File: src/bgsr_consts.vh
// Constants for the buffer gate status register group
`ifndef BGSR_CONSTS_VH
`define BGSR_CONSTS_VH
`define BGSR_ADDR_X_FIRST   8'h0c
`define BGSR_ADDR_X_SECOND  8'h0d
`define BGSR_ADDR_Y_FIRST   8'h0e
`define BGSR_ADDR_Y_SECOND  8'h0f
`define BGSR_ADDR_Z_FIRST   8'h10
`define BGSR_ADDR_Z_SECOND  8'h11
`define BGSR_ADDR_REVISION  8'h12
`define BGSR_ADDR_PART_ID   8'h13
`define BGSR_ADDR_OP_STATE  8'h14
`define BGSR_OVERRUN_BIT    7
`define BGSR_MODE_STANDBY   2'h0
`define BGSR_MODE_WAKE      2'h1
`define BGSR_MODE_SLEEP     2'h2
`define BGSR_MODE_TRIGGER   2'h3
`define BGSR_BUF_OFF        2'h0
`define BGSR_REV_MAJOR      4'h2  // Arbitrary revision digits
`define BGSR_REV_MINOR      4'h3  // Arbitrary revision digits
`define BGSR_PART_CODE      8'h5a // Arbitrary part code
`define BGSR_DEPTH          32
`define BGSR_CNT_W          6
`endif

File: src/bgsr_status_regs.v
// Buffer data, revision, identifier and operating state status registers
`timescale 1ns/1ns
`include "bgsr_consts.vh"
// Summary of operation
// - Big-endian: bits 11:4 first, 3:0 next
// - Big-endian second byte low nibble reads zero
// - Revision register: BCD major and minor
// - Identifier returns fixed code, never written
// - Gated overrun sets flag on unemptied buffer
// - Flag holds while buffer holds samples
// - Drain, flush, disable, standby-to-active clear flag
// - Five-bit counter counts periods since flag
// - Same four events clear period counter
// - Disable or activation also empties buffer
// - Mode bits report state; boot pin sets reset
// - Mode codes: standby, wake, sleep, triggered
// - Data shows oldest in FIFO, newest in LIFO
// - Samples are 12-bit two's complement
module bgsr_status_regs #(
   parameter DEPTH = `BGSR_DEPTH          // Buffer depth in triplets
) (
   input  wire        SYS_CLK_IN,         // System clock, 10 MHz
   input  wire        NRST_IN,            // Asynchronous reset, active low
   input  wire        BOOT_STATE_PIN_IN,  // Boot state strap
   input  wire        BYTE_ORDER_SELECT_IN, // 1 selects big-endian layout
   input  wire        LIFO_ORDER_IN,      // 1 selects newest-first readout
   input  wire        GATE_ENABLE_IN,     // Sample gating enable
   input  wire [1:0]  BUF_MODE_IN,        // Buffer mode, 00 disables
   input  wire        FLUSH_IN,           // Flush command pulse
   input  wire [1:0]  MODE_REQ_IN,        // Requested operating state
   input  wire        MODE_REQ_VALID_IN,  // Operating state change pulse
   input  wire        SAMPLE_VALID_IN,    // New XYZ sample pulse
   input  wire [11:0] SAMPLE_X_IN,        // X sample, two's complement
   input  wire [11:0] SAMPLE_Y_IN,        // Y sample, two's complement
   input  wire [11:0] SAMPLE_Z_IN,        // Z sample, two's complement
   input  wire        RD_EN_IN,           // Register read strobe
   input  wire [7:0]  RD_ADDR_IN,         // Register read address
   input  wire        POP_IN,             // Sample consumed pulse
   input  wire        WR_EN_IN,           // Register write strobe
   input  wire [7:0]  WR_ADDR_IN,         // Register write address
   input  wire [7:0]  WR_DATA_IN,         // Register write data
   output reg  [7:0]  RD_DATA_OUT,        // Register read data
   output reg         RD_VALID_OUT,       // Read data valid pulse
   output reg  [5:0]  FILL_OUT            // Samples held in buffer
);
   reg [4:0]  head;                       // Next write slot
   reg [4:0]  tail;                       // Oldest slot
   reg [5:0]  fill;                       // Current fill level
   reg [1:0]  op_state;                   // Operating state
   reg        overrun;                    // Gate overrun flag
   reg [4:0]  gate_cnt;                   // Gate overrun period count
   reg [1:0]  prev_buf_mode;              // Buffer mode last cycle
   reg        boot_done;                  // Strap captured
   reg [5:0]  next_fill;                  // Next fill level
   wire [35:0] mem_q;                     // Selected triplet
   wire [4:0]  rd_slot;                   // Slot shown in data registers
   wire        activating;                // Standby to active transition
   wire        disabling;                 // Buffer mode written to off
   wire        empty_evt;                 // Buffer emptied by command
   wire        push;                      // Sample accepted
   wire        pop;                       // Sample removed

   // Slot presented: oldest or newest
   assign rd_slot = LIFO_ORDER_IN ? (head - 5'h01) : tail;
   assign activating = MODE_REQ_VALID_IN && (op_state == `BGSR_MODE_STANDBY)
                       && (MODE_REQ_IN != `BGSR_MODE_STANDBY);
   assign disabling = (BUF_MODE_IN == `BGSR_BUF_OFF) && (prev_buf_mode != `BGSR_BUF_OFF);
   // Disable and activation empty the buffer
   assign empty_evt = FLUSH_IN || disabling || activating;
   assign push = SAMPLE_VALID_IN && (BUF_MODE_IN != `BGSR_BUF_OFF)
                 && !(GATE_ENABLE_IN && (fill != 6'h00)) && (fill != 6'h20);
   assign pop = POP_IN && (fill != 6'h00) && !push;

   // Triplet storage
   bgsr_sample_mem #(.DEPTH(DEPTH), .AW(5), .DW(36)) u_mem (
      .clk_in      (SYS_CLK_IN),
      .wr_en_in    (push),
      .wr_addr_in  (head),
      .wr_data_in  ({SAMPLE_Z_IN, SAMPLE_Y_IN, SAMPLE_X_IN}),
      .rd_addr_in  (rd_slot),
      .rd_data_out (mem_q)
   );

   // Byte lane for one axis in either order
   function [7:0] bgsr_axis_byte;
      input [11:0] s;
      input        big;
      input        second;
      begin
         if (big) begin
            // Upper bits first, low nibble left-justified, zero fill
            bgsr_axis_byte = second ? {s[3:0], 4'h0} : s[11:4];
         end else begin
            // Little-endian with sign extension
            bgsr_axis_byte = second ? {{4{s[11]}}, s[11:8]} : s[7:0];
         end
      end
   endfunction

   // Next fill level
   always @* begin
      next_fill = fill;
      if (empty_evt) begin
         next_fill = 6'h00;
      end else if (push) begin
         next_fill = fill + 6'h01;
      end else if (pop) begin
         next_fill = fill - 6'h01;
      end
   end

   // Buffer pointers and fill
   always @(posedge SYS_CLK_IN or negedge NRST_IN) begin
      if (!NRST_IN) begin
         head <= 5'h00;
         tail <= 5'h00;
         fill <= 6'h00;
         FILL_OUT <= 6'h00;
         prev_buf_mode <= 2'h0;
      end else begin
         prev_buf_mode <= BUF_MODE_IN;
         fill <= next_fill;
         FILL_OUT <= next_fill;
         if (empty_evt) begin
            head <= 5'h00;
            tail <= 5'h00;
         end else if (push) begin
            head <= head + 5'h01;
         end else if (pop) begin
            if (LIFO_ORDER_IN) begin
               head <= head - 5'h01;
            end else begin
               tail <= tail + 5'h01;
            end
         end
      end
   end

   // Operating state; strap taken after reset release
   always @(posedge SYS_CLK_IN or negedge NRST_IN) begin
      if (!NRST_IN) begin
         op_state  <= `BGSR_MODE_STANDBY;
         boot_done <= 1'b0;
      end else if (!boot_done) begin
         boot_done <= 1'b1;
         op_state  <= BOOT_STATE_PIN_IN ? `BGSR_MODE_WAKE : `BGSR_MODE_STANDBY;
      end else if (MODE_REQ_VALID_IN) begin
         op_state <= MODE_REQ_IN;
      end
   end

   // Gate overrun flag and period counter
   always @(posedge SYS_CLK_IN or negedge NRST_IN) begin
      if (!NRST_IN) begin
         overrun  <= 1'b0;
         gate_cnt <= 5'h00;
      end else if (empty_evt || (next_fill == 6'h00)) begin
         overrun  <= 1'b0;
         gate_cnt <= 5'h00;
      end else if (SAMPLE_VALID_IN && GATE_ENABLE_IN && (fill != 6'h00)) begin
         overrun <= 1'b1;
         if (overrun) begin
            gate_cnt <= gate_cnt + 5'h01;
         end
      end
   end

   // Read decode; writes never touch this group
   always @(posedge SYS_CLK_IN or negedge NRST_IN) begin
      if (!NRST_IN) begin
         RD_DATA_OUT  <= 8'h00;
         RD_VALID_OUT <= 1'b0;
      end else begin
         RD_VALID_OUT <= RD_EN_IN;
         if (!RD_EN_IN) begin
            RD_DATA_OUT <= RD_DATA_OUT;
         end else if (RD_ADDR_IN == `BGSR_ADDR_X_FIRST) begin
            RD_DATA_OUT <= bgsr_axis_byte(mem_q[11:0], BYTE_ORDER_SELECT_IN, 1'b0);
         end else if (RD_ADDR_IN == `BGSR_ADDR_X_SECOND) begin
            RD_DATA_OUT <= bgsr_axis_byte(mem_q[11:0], BYTE_ORDER_SELECT_IN, 1'b1);
         end else if (RD_ADDR_IN == `BGSR_ADDR_Y_FIRST) begin
            RD_DATA_OUT <= bgsr_axis_byte(mem_q[23:12], BYTE_ORDER_SELECT_IN, 1'b0);
         end else if (RD_ADDR_IN == `BGSR_ADDR_Y_SECOND) begin
            RD_DATA_OUT <= bgsr_axis_byte(mem_q[23:12], BYTE_ORDER_SELECT_IN, 1'b1);
         end else if (RD_ADDR_IN == `BGSR_ADDR_Z_FIRST) begin
            RD_DATA_OUT <= bgsr_axis_byte(mem_q[35:24], BYTE_ORDER_SELECT_IN, 1'b0);
         end else if (RD_ADDR_IN == `BGSR_ADDR_Z_SECOND) begin
            RD_DATA_OUT <= bgsr_axis_byte(mem_q[35:24], BYTE_ORDER_SELECT_IN, 1'b1);
         end else if (RD_ADDR_IN == `BGSR_ADDR_REVISION) begin
            RD_DATA_OUT <= {`BGSR_REV_MAJOR, `BGSR_REV_MINOR};
         end else if (RD_ADDR_IN == `BGSR_ADDR_PART_ID) begin
            RD_DATA_OUT <= `BGSR_PART_CODE;
         end else if (RD_ADDR_IN == `BGSR_ADDR_OP_STATE) begin
            RD_DATA_OUT <= {overrun, gate_cnt, op_state};
         end else begin
            RD_DATA_OUT <= 8'h00;          // Unmapped reads zero
         end
      end
   end
endmodule // bgsr_status_regs

File: src/bgsr_sample_mem.v
// Sample memory holding 36-bit XYZ triplets, registered read data
`timescale 1ns/1ns
module bgsr_sample_mem #(
   parameter DEPTH = 32,                  // Number of triplets
   parameter AW    = 5,                   // Address width
   parameter DW    = 36                   // Triplet width
) (
   input  wire          clk_in,           // System clock
   input  wire          wr_en_in,         // Write strobe
   input  wire [AW-1:0] wr_addr_in,       // Write address
   input  wire [DW-1:0] wr_data_in,       // Write data
   input  wire [AW-1:0] rd_addr_in,       // Read address
   output reg  [DW-1:0] rd_data_out       // Registered read data
);
   reg [DW-1:0] mem [0:DEPTH-1];          // Storage array

   // Write port and registered read port
   always @(posedge clk_in) begin
      if (wr_en_in) begin
         mem[wr_addr_in] <= wr_data_in;
      end
      rd_data_out <= mem[rd_addr_in];
   end
endmodule // bgsr_sample_mem

File: config.mk
export PLATFORM = sky130hd
export DESIGN_NAME = bgsr_status_regs
export DESIGN_NICKNAME = d
export VERILOG_FILES = /design/src/bgsr_status_regs.v /design/src/bgsr_sample_mem.v
export VERILOG_INCLUDE_DIRS = /design/src
export SDC_FILE = /design/constraint.sdc
export NUM_CORES = 2
export LEC_CHECK = 0
export BUFFER_PORTS_ARGS = -buffer_cell sky130_fd_sc_hd__buf_2
export CORE_MARGIN = 8
export CORE_UTILIZATION = 50
export DETAILED_ROUTE_END_ITERATION = 8
export PLACE_DENSITY = 0.7
export SLEW_MARGIN = 20
export SYNTH_ARGS = -nofsm -noshare
export SYNTH_HDL_FRONTEND = slang
export SYNTH_SLANG_ARGS = --single-unit
File: constraint.sdc
create_clock -name SYS_CLK_IN -period 5.4 [get_ports SYS_CLK_IN]
set_clock_uncertainty 0.1 [all_clocks]
set_input_delay 0.27 -clock SYS_CLK_IN [delete_from_list [all_inputs] [get_ports SYS_CLK_IN]]
set_output_delay 0.27 -clock SYS_CLK_IN [all_outputs]
set_load 0.02 [all_outputs]
==> reports/results.txt <==
PostCTS Resize Cnt: 0
grt ovf: 0
f_max: 245 MHz
R2R Setup Slk: 1.32 ns
CP max-delay cell: nor2_4
vias in the first global route: 29700
Post-Syn Area per Cell: 15.8 sq um
post-CTS setup buffer count: 0
Final Util: 56.8%
Worst Hold Path EP: u_mem.mem[11][2]
dpl ws: 1.42 ns
number of synthesis warnings: 0
CP max FO: 18
number of synthesized flops with an enable pin: 1152
min cycle time layout: 4.08 ns
R2R depth: 8
critical path startpoint category: flop
Cell Area, Synth: 50000 sq um
Via-to-Cell Ratio: 6.60
Avg WL per Cell: 29.1 um
# IOs: 91
worst hold stages: 1
largest net degree at the start of global routing: 76
Starting DRT DRC Count: 4564
share of cells above drive strength 1: 16.3%
Peak supply drop: 348 uV
cts hold-fix bufs: 47
clk slew on worst S/H paths: 0.07 ns
Worst Hold Class: in -> reg
Fin Setup TNS: 0 ns
ANT nets after route: 0
die extent in y: 332 um
clock root cell: clkbuf_16
area grow syn2layout: 13.1%
syn nets: 3252
full die area: 110000 sq um
CP most frequent cell: nand2_1
reg2reg start: fill[0]
Critical Path Max Stage Delay: 0.88 ns
min-delay src: SAMPLE_X_IN[2]
Sw Share: 30.5%
Unique masters post-synth: 76
Switch Pwr: 7.69 mW
Async S/R FF share, synth: 2.94%
Yosys top cell area share: 69.1%
starting density of the core: 50.2%
TritonCTS clock tree: built
DRT Pass-1 Iters: 6
Synth area leader: edfxtp_1
worst hold margin: 0.0318 ns
initial antenna violation count: 1
unrepaired setup endpoints after global routing: false
htree depth: 3
final period utilization: 75.6%
clk sinks: 1224
status: completed
worst skew pair latency: 0.71 ns
overall global routing resource usage: 23.8%
Sequential Power Share: 44.9%
Syn Inst Count: 3166
Pleak: 18.1 nW
CTS buffer count: 115
fin cells: 4663
global-route wire length before repair: 198000 um
final hold violation count: 0
Top FF cell, synth: edfxtp_1
setup violators final: 0
Slew headroom: 27.6%
setup ws final: 1.32 ns
HPWL Detailed: 75900 um
WP data required: 5.67 ns
worst-case clock buffer depth: 3
antenna diode count: 0
placed standard-cell area: 52400 sq um
area of the multi-input gates: 13000 sq um
Seq/Total Area, Yosys: 72.4%
crit-path cells: inv_1 > ha_1 > nor4b_2 > nand3_1 > nand2_1 > nand2_1 > nor2_4 > buf_4
core area: 99700 sq um
capturing element type of the critical path: flop
Clock power frac: 31.8%
crit path DAT: 4.35 ns
FP Rows: 116
Worst Max-Slew Pin Slew: 1.08 ns
largest cells by area after synthesis: edfxtp_1 69%, mux4_2 6.5%, nand2_1 2.4%, a31oi_1 2.2%, dfrtp_1 1.8%
width of the die: 332 um
DR vias: 30800
crit path kind: reg -> reg
WL final: 136000 um
final instance area: 56600 sq um
Reg area: 36200 sq um
Reg-to-Reg End: u_mem.mem[29][8]
gpl congestion: 0.879
Int Power: 17.5 mW
most frequent cells in the layout: 1152 x edfxtp_1, 316 x nand2_1, 178 x a31oi_1
Buf+Inv Stages, Crit Path: 2
Comb pwr share: 23.3%
Buffers on Ports: 73
delay-heaviest family, CP: simple AND/OR/NAND/NOR gates
Final Max Slew Viols: 0
fillers: 7377
# nets final: 3352
Pwr Density: 445 nW/um^2
#FFs+latches synth: 1224
max_cap viols: 0
drt drc: 0
placed cell count: 4400
Overall Power: 25.2 mW
commonest non-fill, non-tap cell in the layout: edfxtp_1
## cell type report
type	instances	share of cell area, %
timing repair buffer	219	3.42
clock inverter	61	1.15
tap	1298	2.87
inverter	19	0.135
sequential	1224	64.0
multi-input combinational	1687	23.0
clock buffer	155	5.44
## power by group through the flow
| stage | combinational, mW | sequential, mW | clock, mW |
|---|---|---|---|
| 4_1_cts | 5.76 | 11.3 | 8.07 |
| 5_1_grt | 6.17 | 11.3 | 8.42 |
| 3_3_place_gp | 5.63 | 11.5 | 0 |
| 3_5_place_dp | 5.70 | 11.5 | 0 |
| 2_1_floorplan | 3.79 | 11.2 | 0 |
| 6_report | 5.86 | 11.3 | 8.00 |
## synth_stat cells, drive strengths merged, types with 12 or more instances
cell type  number
a32oi          36
a221o          37
nor3           16
dfrtp          36
a2bb2oi        38
xnor2          12
a31oi         179
o31ai          40
o21ai          27
a21oi         166
dfxtp          36
nor4           36
a211o          37
clkbuf        132
edfxtp       1152
a22oi          40
nand3         100
o22ai          41
mux4          145
mux2i          59
inv            16
a211oi        117
nand2b         43
nand2         318
buf           104
nor2          101
## worst max-delay path by stage
stage                        from                end  slack (ns)  depth (start not counted)
after floorplan           fill[0]   u_mem.mem[31][0]        1.45                          6
after global placement    fill[0]   u_mem.mem[29][2]        1.56                          8
after detailed placement  fill[0]   u_mem.mem[29][2]        1.42                          8
after CTS                 fill[0]   u_mem.mem[29][8]        1.40                          8
after global routing      fill[0]  u_mem.mem[10][23]        1.20                          8
final                     fill[0]   u_mem.mem[29][8]        1.32                          8
## state kept, by name, summed over array words and instances, names as in the netlist, 2 cells and up
signal	cells
RD_DATA_OUT	8
u_mem.mem	1152
op_state	2
u_mem.rd_data_out	36
gate_cnt	5
prev_buf_mode	2
fill	6
head	5
tail	5
## cell families (layout without fill, tap and decap cells)
| group | count (synthesis) | after routing | share of synthesized area [%] |
|---|---|---|---|
| muxes | 212 | 212 | 7.89 |
| buffers and inverters | 255 | 454 | 2.28 |
| DFF | 1224 | 1224 | 72.4 |
| AOI/OAI and AO/OA | 788 | 788 | 10.9 |
| and+or+nand+nor | 659 | 659 | 5.99 |
| adders and majority gates | 10 | 10 | 0.250 |
| xor gates and xnor gates | 17 | 17 | 0.298 |
| other | 1 | 1 | 0.00750 |
## metal layers
layer  routed length (um)  vias up  track usage, %
met5                   12        -               0
met3                15100      326            4.66
met4                 5530        2            9.64
met2                62900     1990            37.3
li1                     -    13000               -
met1                52100    15500            32.9
Note: power is estimated with default switching activity, not from simulation.
